[config.mk]
export PLATFORM = sky130hd
export DESIGN_NAME = bridge_port_command_register
export DESIGN_NICKNAME = d
export VERILOG_FILES = /design/src/hdl/port_command_pkg.sv /design/src/hdl/cmd_ctrl_if.sv /design/src/hdl/bridge_port_command_register.sv /design/src/hdl/port_status_bits.sv
export SDC_FILE = /design/constraint.sdc
export NUM_CORES = 1
export LEC_CHECK = 0
export BUFFER_PORTS_ARGS = -buffer_cell sky130_fd_sc_hd__buf_4
export CORE_MARGIN = 1
export CORE_UTILIZATION = 39
export CTS_BUF_LIST = sky130_fd_sc_hd__clkbuf_8
export CTS_CLUSTER_SIZE = 25
export DETAILED_ROUTE_END_ITERATION = 10
export GPL_ROUTABILITY_DRIVEN = 0
export PLACE_DENSITY_LB_ADDON = 0.15
export SLEW_MARGIN = 0
export SYNTH_ARGS = -nofsm -noshare
export SYNTH_HDL_FRONTEND = slang
export SYNTH_SLANG_ARGS = --single-unit
[constraint.sdc]
create_clock -name mclk_i -period 1.9 [get_ports mclk_i]
set_input_delay 0.19 -clock mclk_i [delete_from_list [all_inputs] [get_ports mclk_i]]
set_output_delay 0.19 -clock mclk_i [all_outputs]
set_load 0.05 [all_outputs]
[src/hdl/port_command_pkg.sv]
`default_nettype none
package port_command_pkg;

    localparam logic [11:0] PORT_COMMAND_OFFSET = 12'h004;
    localparam logic [11:0] PORT_STATUS_OFFSET  = 12'h006;

    localparam logic [15:0] PORT_COMMAND_RESET  = 16'h0000;
    localparam logic [15:0] PORT_COMMAND_WMASK  = 16'h0547;

    localparam int IO_SPACE_ENABLE_BIT       = 0;
    localparam int MEMORY_SPACE_ENABLE_BIT   = 1;
    localparam int REQUEST_FORWARD_ENABLE_BIT = 2;
    localparam int POISON_REPORT_ENABLE_BIT  = 6;
    localparam int SYSTEM_ERROR_ENABLE_BIT   = 8;
    localparam int LEGACY_IRQ_DISABLE_BIT    = 10;

    localparam int INTX_STATUS_BIT           = 3;
    localparam int POISON_DETECTED_BIT       = 8;
    localparam int SYSTEM_ERROR_SIGNALLED_BIT = 14;

    localparam logic [15:0] PORT_STATUS_RESET = 16'h0000;

    typedef enum logic [1:0] {
        MSG_ERR_COR,
        MSG_ERR_NONFATAL,
        MSG_ERR_FATAL,
        MSG_OTHER
    } err_msg_type;

endpackage : port_command_pkg
`default_nettype wire

[src/hdl/cmd_ctrl_if.sv]
`timescale 1ns/1ns
`default_nettype none

interface cmd_ctrl_if;
    logic [15:0] command;
    logic [15:0] status;

    modport owner (
        output command,
        input  status
    );
    modport user (
        input  command,
        output status
    );
endinterface : cmd_ctrl_if

`default_nettype wire

[src/hdl/bridge_port_command_register.sv]
// Contract
// - I/O enable bit 0 resets low; when low, primary I/O hits are ignored.
// - Memory enable bit 1 resets low; when low, memory and prefetch hits ignored.
// - Forward enable bit 2 low blocks memory, I/O and MSI requests from below.
// - Forward enable low answers non-posted requests from below with Unsupported Request.
// - Forward enable never affects completions or non memory, non I/O requests.
// - Poison report enable bit 6 lets poisoned completion or write set status.
// - With poison report enable low, the poison status bit is never set.
// - Fatal and non-fatal errors reported when system error enable or device control allow.
// - Fatal and non-fatal messages from below forwarded only with system error enable.
// - Correctable error messages from below are always forwarded.
// - Legacy interrupt disable bit 10 negates the port's own INTx.
// - Legacy interrupt disable does not affect forwarded INTx.
// - Bits 3, 4, 5, 7, 9 and 15:11 are read-only zero.
// - Status bit 8 poison detected is write-one-to-clear.
// - Status bit 14 set on sending fatal or non-fatal with enable; write-one-to-clear.
`timescale 1ns/1ns
`default_nettype none

module bridge_port_command_register (
    input  wire logic        mclk_i,
    input  wire logic        rst_n_i,
    input  wire logic        cfg_wr_i,
    input  wire logic        cfg_rd_i,
    input  wire logic [11:0] cfg_addr_i,
    input  wire logic [15:0] cfg_wdata_i,
    output logic      [15:0] cfg_rdata_o,
    input  wire logic        io_hit_i,
    input  wire logic        mem_hit_i,
    input  wire logic        prefetch_hit_i,
    output logic             io_claim_o,
    output logic             mem_claim_o,
    input  wire logic        up_req_valid_i,
    input  wire logic        up_req_is_memio_i,
    input  wire logic        up_req_nonposted_i,
    input  wire logic        up_cpl_valid_i,
    output logic             up_req_forward_o,
    output logic             up_req_ur_o,
    output logic             up_cpl_forward_o,
    input  wire logic        poison_cpl_i,
    input  wire logic        poison_wr_i,
    input  wire logic        err_detect_fatal_i,
    input  wire logic        err_detect_nonfatal_i,
    input  wire logic        devctl_fatal_report_i,
    input  wire logic        devctl_nonfatal_report_i,
    output logic             err_send_fatal_o,
    output logic             err_send_nonfatal_o,
    input  wire logic        sec_msg_valid_i,
    input  wire logic [1:0]  sec_msg_kind_i,
    output logic             pri_msg_forward_o,
    input  wire logic        own_intx_i,
    input  wire logic        fwd_intx_i,
    output logic             own_intx_o,
    output logic             resolved_intx_o
);

    cmd_ctrl_if ctrl ();

    // ***************************************************************
    // Command register.
    // ***************************************************************
    logic [15:0] command_r;
    logic [15:0] command_nxt;
    logic [15:0] rdata_r;
    logic [15:0] rdata_nxt;
    logic        cmd_sel;
    logic        sts_sel;
    logic        sts_wr;
    logic        sse_send;

    function automatic logic addr_is(input logic [11:0] a, input logic [11:0] off);
        addr_is = (a == off);
    endfunction : addr_is

    always_comb begin
        cmd_sel     = addr_is(cfg_addr_i, port_command_pkg::PORT_COMMAND_OFFSET);
        sts_sel     = addr_is(cfg_addr_i, port_command_pkg::PORT_STATUS_OFFSET);
        sts_wr      = cfg_wr_i & sts_sel;
        command_nxt = command_r;
        if (cfg_wr_i && cmd_sel) begin
            command_nxt = cfg_wdata_i & port_command_pkg::PORT_COMMAND_WMASK;
        end
        rdata_nxt = rdata_r;
        if (cfg_rd_i) begin
            if (cmd_sel) begin
                rdata_nxt = command_r;
            end else if (sts_sel) begin
                rdata_nxt = ctrl.status;
            end else begin
                rdata_nxt = 16'h0000;
            end
        end
    end

    always_ff @(posedge mclk_i) begin
        if (!rst_n_i) begin
            command_r <= port_command_pkg::PORT_COMMAND_RESET;
            rdata_r   <= 16'h0000;
        end else begin
            command_r <= command_nxt;
            rdata_r   <= rdata_nxt;
        end
    end

    assign ctrl.command = command_r;
    assign cfg_rdata_o  = rdata_r;

    // ***************************************************************
    // Decode, forwarding, error and interrupt gating.
    // ***************************************************************
    logic io_en;
    logic mem_en;
    logic fwd_en;
    logic serr_en;
    logic intx_dis;
    logic sec_fatal;

    always_comb begin
        io_en    = command_r[port_command_pkg::IO_SPACE_ENABLE_BIT];
        mem_en   = command_r[port_command_pkg::MEMORY_SPACE_ENABLE_BIT];
        fwd_en   = command_r[port_command_pkg::REQUEST_FORWARD_ENABLE_BIT];
        serr_en  = command_r[port_command_pkg::SYSTEM_ERROR_ENABLE_BIT];
        intx_dis = command_r[port_command_pkg::LEGACY_IRQ_DISABLE_BIT];
        io_claim_o  = io_en & io_hit_i;
        mem_claim_o = mem_en & (mem_hit_i | prefetch_hit_i);
        up_req_forward_o = up_req_valid_i & (fwd_en | ~up_req_is_memio_i);
        up_req_ur_o = up_req_valid_i & up_req_is_memio_i & ~fwd_en
                      & up_req_nonposted_i;
        up_cpl_forward_o = up_cpl_valid_i;
        err_send_fatal_o    = err_detect_fatal_i & (serr_en | devctl_fatal_report_i);
        err_send_nonfatal_o = err_detect_nonfatal_i & (serr_en | devctl_nonfatal_report_i);
        sec_fatal = (sec_msg_kind_i == port_command_pkg::MSG_ERR_FATAL)
                    | (sec_msg_kind_i == port_command_pkg::MSG_ERR_NONFATAL);
        pri_msg_forward_o = sec_msg_valid_i
                            & (sec_fatal ? serr_en : 1'b1);
        own_intx_o      = own_intx_i & ~intx_dis;
        resolved_intx_o = own_intx_o | fwd_intx_i;
        sse_send = (err_send_fatal_o | err_send_nonfatal_o)
                   | (sec_msg_valid_i & sec_fatal & serr_en);
    end

    port_status_bits u_status (
        .mclk_i      (mclk_i),
        .rst_n_i     (rst_n_i),
        .ctrl        (ctrl.user),
        .sts_wr_i    (sts_wr),
        .sts_wdata_i (cfg_wdata_i),
        .poison_cpl_i(poison_cpl_i),
        .poison_wr_i (poison_wr_i),
        .err_sent_i  (sse_send),
        .intx_pend_i (own_intx_o)
    );

endmodule : bridge_port_command_register

`default_nettype wire

[src/hdl/port_status_bits.sv]
`timescale 1ns/1ns
`default_nettype none

module port_status_bits (
    input  wire logic  mclk_i,
    input  wire logic  rst_n_i,
    cmd_ctrl_if.user   ctrl,
    input  wire logic  sts_wr_i,
    input  wire logic [15:0] sts_wdata_i,
    input  wire logic  poison_cpl_i,
    input  wire logic  poison_wr_i,
    input  wire logic  err_sent_i,
    input  wire logic  intx_pend_i
);

    // ***************************************************************
    // Sticky status flags; a new event wins over a clear.
    // ***************************************************************
    logic mdpd_r;
    logic mdpd_nxt;
    logic sse_r;
    logic sse_nxt;
    logic poison_ev;
    logic serr_ev;

    always_comb begin
        poison_ev = ctrl.command[port_command_pkg::POISON_REPORT_ENABLE_BIT]
                    & (poison_cpl_i | poison_wr_i);
        serr_ev   = ctrl.command[port_command_pkg::SYSTEM_ERROR_ENABLE_BIT] & err_sent_i;
        mdpd_nxt  = mdpd_r;
        sse_nxt   = sse_r;
        if (sts_wr_i && sts_wdata_i[port_command_pkg::POISON_DETECTED_BIT]) begin
            mdpd_nxt = 1'b0;
        end
        if (sts_wr_i && sts_wdata_i[port_command_pkg::SYSTEM_ERROR_SIGNALLED_BIT]) begin
            sse_nxt = 1'b0;
        end
        if (poison_ev) begin
            mdpd_nxt = 1'b1;
        end
        if (serr_ev) begin
            sse_nxt = 1'b1;
        end
    end

    always_ff @(posedge mclk_i) begin
        if (!rst_n_i) begin
            mdpd_r <= 1'b0;
            sse_r  <= 1'b0;
        end else begin
            mdpd_r <= mdpd_nxt;
            sse_r  <= sse_nxt;
        end
    end

    always_comb begin
        ctrl.status = port_command_pkg::PORT_STATUS_RESET;
        ctrl.status[port_command_pkg::POISON_DETECTED_BIT]        = mdpd_r;
        ctrl.status[port_command_pkg::SYSTEM_ERROR_SIGNALLED_BIT] = sse_r;
        ctrl.status[port_command_pkg::INTX_STATUS_BIT]            = intx_pend_i;
    end

endmodule : port_status_bits

`default_nettype wire
# [Word-level counts from Yosys, hierarchy flattened]
# Cells that the tools add are included.
[word_totals] register_bits=24 latch_bits=0 mem_bits_rw=0 romBits=0 in_bits=50 out_inout_bits=26 word_cells=47 memories=0
[op_classes] addsub=0 multipliers=0 div_mod_pow=0 magnitude_cmp=0 eq_ne=4 shift=0 mux=7 bitwise=27 n_reduce_logical=5
[op_table] cell="15-bit 2-to-1 mux" count=2
[op_table] cell="12-bit by 3-bit == test with 1-bit output (second input constant)" count=2
[op_table] cell="1-bit bitwise AND" count=15
[op_table] cell="1-bit bitwise OR" count=9
[op_table] cell="1-bit 2-to-1 mux" count=5
[op_table] cell="2-bit nonzero test" count=2
[op_table] cell="1-bit logical AND" count=3
[op_table] cell="1-bit inverter" count=3
[op_table] cell="2-bit by 1-bit == test with 1-bit output (second input constant)" count=1
[op_table] cell="2-bit == test (second input constant)" count=1

# [Longest topological paths before layout]
[depth] depth_word=7 mapped_depth=4 depth_no_buf=3

# [Cells and area by module]
# Synthesis repeated with hierarchy kept, for this count alone.
[hier_totals] cells_unflattened=147 area_unflattened_um2=1273.7
[by_module_without_submodules] mod="bridge_port_command_register" instances=1 cells_per_inst=122 area_per_inst_um2=1068.5 seq_area_each_um2=440.4
[by_module_without_submodules] mod="port_status_bits" instances=1 cells_per_inst=25 area_per_inst_um2=205.2 seq_area_each_um2=40.0

# [Worst setup path before layout]
# No wires, ideal clock.
[synth_timing] path_type="register to output" start="register command_r[10]" end="output resolved_intx_o" arrival_ns=1.547 required_time_ns=1.710 setup_slack_ns=0.163 stages_incl_launch_ff=3 n_path_buf=0 cell_sequence="dfxtp_1 -> nor2b_1 -> or2_1"
[synth_via] elab_chain_len=3
[synth_rtl] element="start: declaration" line_no="bridge_port_command_register.sv:62" source="logic [15:0] command_r;"
[synth_rtl] element="start signal: assignment" line_no="bridge_port_command_register.sv:97" source="command_r <= port_command_pkg::PORT_COMMAND_RESET;"
[synth_rtl] element="start signal: assignment" line_no="bridge_port_command_register.sv:100" source="command_r <= command_nxt;"
[synth_rtl] element="1-bit inverter" line_no="bridge_port_command_register.sv:136" source="own_intx_o = own_intx_i & ~intx_dis;"
[synth_rtl] element="1-bit bitwise AND" line_no="bridge_port_command_register.sv:136"
[synth_rtl] element="via own_intx_o" line_no="bridge_port_command_register.sv:53" source="output logic own_intx_o,"
[synth_rtl] element="1-bit bitwise OR" line_no="bridge_port_command_register.sv:137" source="resolved_intx_o = own_intx_o | fwd_intx_i;"
[synth_rtl] element="end: declaration" line_no="bridge_port_command_register.sv:54" source="output logic resolved_intx_o"
# The timed path passes the listed nets, and every way through them passes these cells.

# [Final worst setup path]
[layout_timing] start="input cfg_addr_i[10]" end="register rdata_r[2], in the netlist cfg_rdata_o[2]"
[layout_via] elab_chain_len=2
[layout_rtl] element="start: declaration" line_no="bridge_port_command_register.sv:25" source="input wire logic [11:0] cfg_addr_i,"
[layout_rtl] element="12-bit by 3-bit == test with 1-bit output" line_no="bridge_port_command_register.sv:72" source="addr_is = (a == off);"
[layout_rtl] element="15-bit 2-to-1 mux" line_no="bridge_port_command_register.sv:85" source="if (cmd_sel) begin"
[layout_rtl] element="end signal: assignment" line_no="bridge_port_command_register.sv:101" source="rdata_r <= rdata_nxt;"
[layout_rtl] element="end: declaration" line_no="bridge_port_command_register.sv:64" source="logic [15:0] rdata_r;"
# No other way between the ends.
# A chain may end at the register's enable or synchronous reset.

==> results by stage <==
Placed design:
- The count of buffers inserted at the top-level ports is 56.
- In this run the cell area measured after placement is 1310 um^2.
- After detailed placement, the design holds a cell count of 182.
- The wire-length estimate of the detail-placed layout is 1580 um.
- Prior to clock tree synthesis, the placed netlist has a worst setup slack of 0.131 ns.

Power and ir drop:
- The share of total power dissipated in combinational logic is 21.8%.
- The net switching fraction of the power is 26.7%.
- The share of total power dissipated in sequential elements is roughly 41%.
- The internal power summed over all cells is 594 uW.
- The total net switching power is about 220 uW.
- Across the VDD grid, the largest voltage drop is 524 uV.
- The share of power burned in the clock network is 36.9%.
- In this run the static leakage power is 0.614 nW.
- The total chip power is 811 uW.
- The ratio of total power to cell area is 595 nW/um^2.

Clock network:
- TritonCTS created 3 clock buffers.
- The number of buffers inserted to repair setup after CTS is 0.
- The clock tree root buffer cell is sky130_fd_sc_hd__clkbuf_8.
- In this run, post-CTS repair resized a total of 0 instances.
- The tree built by TritonCTS fans out to 16 sinks.
- The number of levels in the clock H-tree is 1.
- The clock transition time at the flip-flop clock pins of the worst setup and hold paths is 0.06 ns.
- The clock latency on the worst-skew pair is 0.25 ns.
- The clock tree buffer depth is 2.
- After clock tree synthesis, the flow added hold-fix buffers numbering 0.
- The CTS tree is done.

Finish:
- The proportion of layout cells with a drive suffix above 1 is 47.2%.
- The number of antenna repair diodes is 0.
- At the end of the flow, the number of nets in the layout was 210.
- The filler-free cell count of the finished design is 186.
- The growth of design area from synthesis to finish is 52.3%.
- The total non-filler cell area in the finished layout is 1360 um^2.
- At the end of the flow the core is filled with cells to approximately two thirds.

Run status:
- The run finished with clean final reports.

Floorplanning:
- The area of the core is just over 2000 um^2.
- The total die area is between 2000 and 2500 um^2.
- The y dimension of the die is 49.9 um.
- For this configuration, the core starts out at a cell density of 43.4%.
- In this run the count of I/O pins placed on the die edge is 76.
- The number of placement rows is 16.
- The x dimension of the die is 49.9 um.

Setup path:
- The maximum fanout along the worst path is 8.
- The critical path class is input pin to register.
- Traced cell by cell, the critical path runs through buf_4 > or4b_4 > or4_4 > o31ai_4.
- In this run the register-to-register setup slack is 1.16 ns.
- Data on the critical path arrives at its endpoint at 1.68 ns.
- Measured in cells, the most critical reg-to-reg path has a length of 3.
- Together, buffers and inverters on the worst path number 1.
- The sort of element at the end of the critical path is a register.
- Among cell families on the critical path, the largest total delay comes from simple AND/OR/NAND/NOR gates.
- In this run the critical register-to-register path is captured at cfg_rdata_o[3]$_SDFFE_PN0P_.
- The worst register-to-register path begins at command_r[10]$_SDFFE_PN0P_.
- The data required time at the worst endpoint is 2.07 ns.
- On the worst path, the slowest cell contributes a delay of 0.66 ns.
- The master of the slowest instance on the critical path is sky130_fd_sc_hd__or4_4.
- The element type at the critical path start is an input pin.

STA:
- Setup repair after global routing left no endpoint under its margin.
- In the final timing run, aggregate negative setup slack is 0 ns.
- The peak clock frequency supported by timing is 0.664 GHz.
- At the pin with the least slew margin, the transition time is around 0.63 ns.
- The final-report setup violation count is 0.
- Dividing the final minimum period by the clock period gives 79.3%.
- The final count of hold timing violations is 0.
- The worst slew margin relative to its limit is between 50% and 60%.
- For the final database, setup skew stands at 0.000765 ns.
- The smallest hold slack is 0.192 ns.
- The smallest clock period supported by the final layout is computed as 1.51 ns.
- The max-slew violation count is 0.
- The least setup slack across all paths after layout is 0.394 ns.

Yosys:
- In this run the mean area of a mapped cell was between 8 and 9 um^2.
- Counting flops and latches in the post-synthesis netlist gives 16.
- Counting flops with an async set or reset pin after synthesis yields a share of 0%.
- By area the synthesized netlist is led by sky130_fd_sc_hd__dfxtp_1, sky130_fd_sc_hd__nand2_1, sky130_fd_sc_hd__mux2i_1.
- The leading cell type by number of instances after synthesis is sky130_fd_sc_hd__nand2_1.
- The number of flops mapped to enable cells by yosys is 0.
- The yosys synthesis warning count is 0.
- Synthesis produced a netlist whose cell count is 102.
- The dominant synthesized flop cell is sky130_fd_sc_hd__dfxtp_1.
- In this run, distinct cell masters in the synthesized netlist total 29.
- The area of the mapped netlist is between 800 and 900 um^2.
- The proportion of netlist area held by the largest area contributor is 35.8%.
- The largest total area in the synthesized netlist belongs to sky130_fd_sc_hd__dfxtp_1.
- Summing the sequential cell areas from Yosys gives a little over a third of the chip area.
- After synthesis, the most frequently instantiated cells are sky130_fd_sc_hd__nand2_1, sky130_fd_sc_hd__dfxtp_1, sky130_fd_sc_hd__buf_4.

Worst hold path:
- The worst hold path passes through 3 cells.
- The worst hold path terminates at command_r[1]$_SDFFE_PN0P_.
- The kind of path behind the tightest hold check is input pin to register.
- The launch point of the worst hold path is cfg_wdata_i[1].

Detailed routing:
- In the routed layout, each cell is associated on average with a via count of 4.79.
- Across all layers, the routed design uses 891 vias.
- The remaining antenna violation count after routing is 0.
- The residual DRC count is 0.
- The number of DRC violations after detailed-routing iteration 0 is 19.
- After detailed routing, the average wire length per cell comes to 10.4 um.
- The sum of routed wire length over all layers is 1940 um.
- For this run, the detailed router's first-pass iteration total came to 4.

Flow run:
- The number of max-capacitance violations reported is 0.

Global routing:
- In the global route stage, overall resource usage came out at 16.3%.
- The via count of the first global-routing pass came to between 800 and 900.
- The total overflow left after global routing is 0.
- The global-route wire length before repair is around 3100 um.
- The pin count of the biggest net entering global routing is 17.
- The initial antenna violation count came to 0.
power by group through the flow:
stage,combinational (mW),clock (mW),sequential [mW]
global placement,0.174,0,0.343
finish,0.177,0.299,0.335
CTS,0.178,0.309,0.335
detailed placement,0.178,0,0.343
floorplan,0.114,0,0.343
global route,0.186,0.319,0.335
layout make-up:
class / count / area, um^2
Timing Repair Buffer: 59 / 443
Fill cell: 193 / 699
Sequential cell: 16 / 320
Clock buffer: 4 / 55.1
Tap cell: 27 / 33.8
Multi-Input combinational cell: 78 / 503
Inverter: 2 / 7.51
tightest hold or removal path, cell delays in order:
cell	delay [ns]
sky130_fd_sc_hd__buf_4	0.11
sky130_fd_sc_hd__nand2_1	0.04
sky130_fd_sc_hd__mux2i_1	0.05
cell usage in the layout (no fill, tap or decap):
| cell | netlist | final |
|---|---|---|
| sky130_fd_sc_hd__o22ai_1 | 1 | 1 |
| sky130_fd_sc_hd__nand2_1 | 24 | 24 |
| sky130_fd_sc_hd__inv_1 | 2 | 2 |
| sky130_fd_sc_hd__nor2b_1 | 2 | 2 |
| sky130_fd_sc_hd__nor4_4 | 1 | 1 |
| sky130_fd_sc_hd__nand3_1 | 2 | 2 |
| sky130_fd_sc_hd__and4_1 | 1 | 1 |
| sky130_fd_sc_hd__o41ai_1 | 1 | 1 |
| sky130_fd_sc_hd__o21ai_2 | 7 | 7 |
| sky130_fd_sc_hd__dfxtp_1 | 16 | 16 |
| sky130_fd_sc_hd__nor4_1 | 1 | 1 |
| sky130_fd_sc_hd__o21a_1 | 4 | 4 |
| sky130_fd_sc_hd__a21boi_1 | 1 | 1 |
| sky130_fd_sc_hd__or4_4 | 2 | 2 |
| sky130_fd_sc_hd__and2_1 | 1 | 1 |
| sky130_fd_sc_hd__nor2_1 | 3 | 3 |
| sky130_fd_sc_hd__nand2b_1 | 5 | 5 |
| sky130_fd_sc_hd__xnor2_1 | 1 | 1 |
| sky130_fd_sc_hd__o21ai_0 | 1 | 1 |
| sky130_fd_sc_hd__or4b_4 | 1 | 1 |
| sky130_fd_sc_hd__clkbuf_8 | 0 | 4 |
| sky130_fd_sc_hd__conb_1 | 1 | 8 |
| sky130_fd_sc_hd__or2_1 | 1 | 1 |
| sky130_fd_sc_hd__or3_1 | 1 | 1 |
| sky130_fd_sc_hd__mux2i_1 | 7 | 7 |
| sky130_fd_sc_hd__o31ai_4 | 1 | 1 |
| sky130_fd_sc_hd__a21boi_0 | 1 | 1 |
| sky130_fd_sc_hd__buf_4 | 9 | 59 |
logic make-up (layout without fill, tap and decap cells):
family                 count (synthesis)  in the layout  share of synthesized area (%)
flip-flops                            16             16                           35.8
multiplexers                           7              7                           7.83
XOR/XNOR                               1              1                          0.979
other                                  1              8                          0.419
AND/OR/NAND/NOR                       45             45                           27.6
AO/OA/AOI/OAI                         17             17                           16.5
buffers and inverters                 15             65                           10.9
worst max-delay path by stage:
stage | to | cells past startpoint | start | slack (ns)
finish | cfg_rdata_o[2]$_SDFFE_PN0P_ | 4 | cfg_addr_i[10] | 0.39
global placement | cfg_rdata_o[2]$_SDFFE_PN0P_ | 4 | cfg_addr_i[10] | 0.14
detailed placement | cfg_rdata_o[2]$_SDFFE_PN0P_ | 4 | cfg_addr_i[10] | 0.13
floorplan | resolved_intx_o | 2 | command_r[10]$_SDFFE_PN0P_ | 0.16
global route | cfg_rdata_o[2]$_SDFFE_PN0P_ | 4 | cfg_addr_i[10] | 0.37
CTS | cfg_rdata_o[2]$_SDFFE_PN0P_ | 4 | cfg_addr_i[10] | 0.39
metal layers:
layer	track usage (%)	wire [um]	vias up
met4	1.43	0	0
met3	5.86	151	0
met2	32.7	1060	43
met1	16.1	719	403
met5	0	0	-
li1	-	-	445
sequential cells by signal, indices dropped and copies added, names as in the netlist:
name             cells
u_status.mdpd_r      1
cfg_rdata_o          8
u_status.sse_r       1
command_r            6
Power figures use the tool's default switching activity.
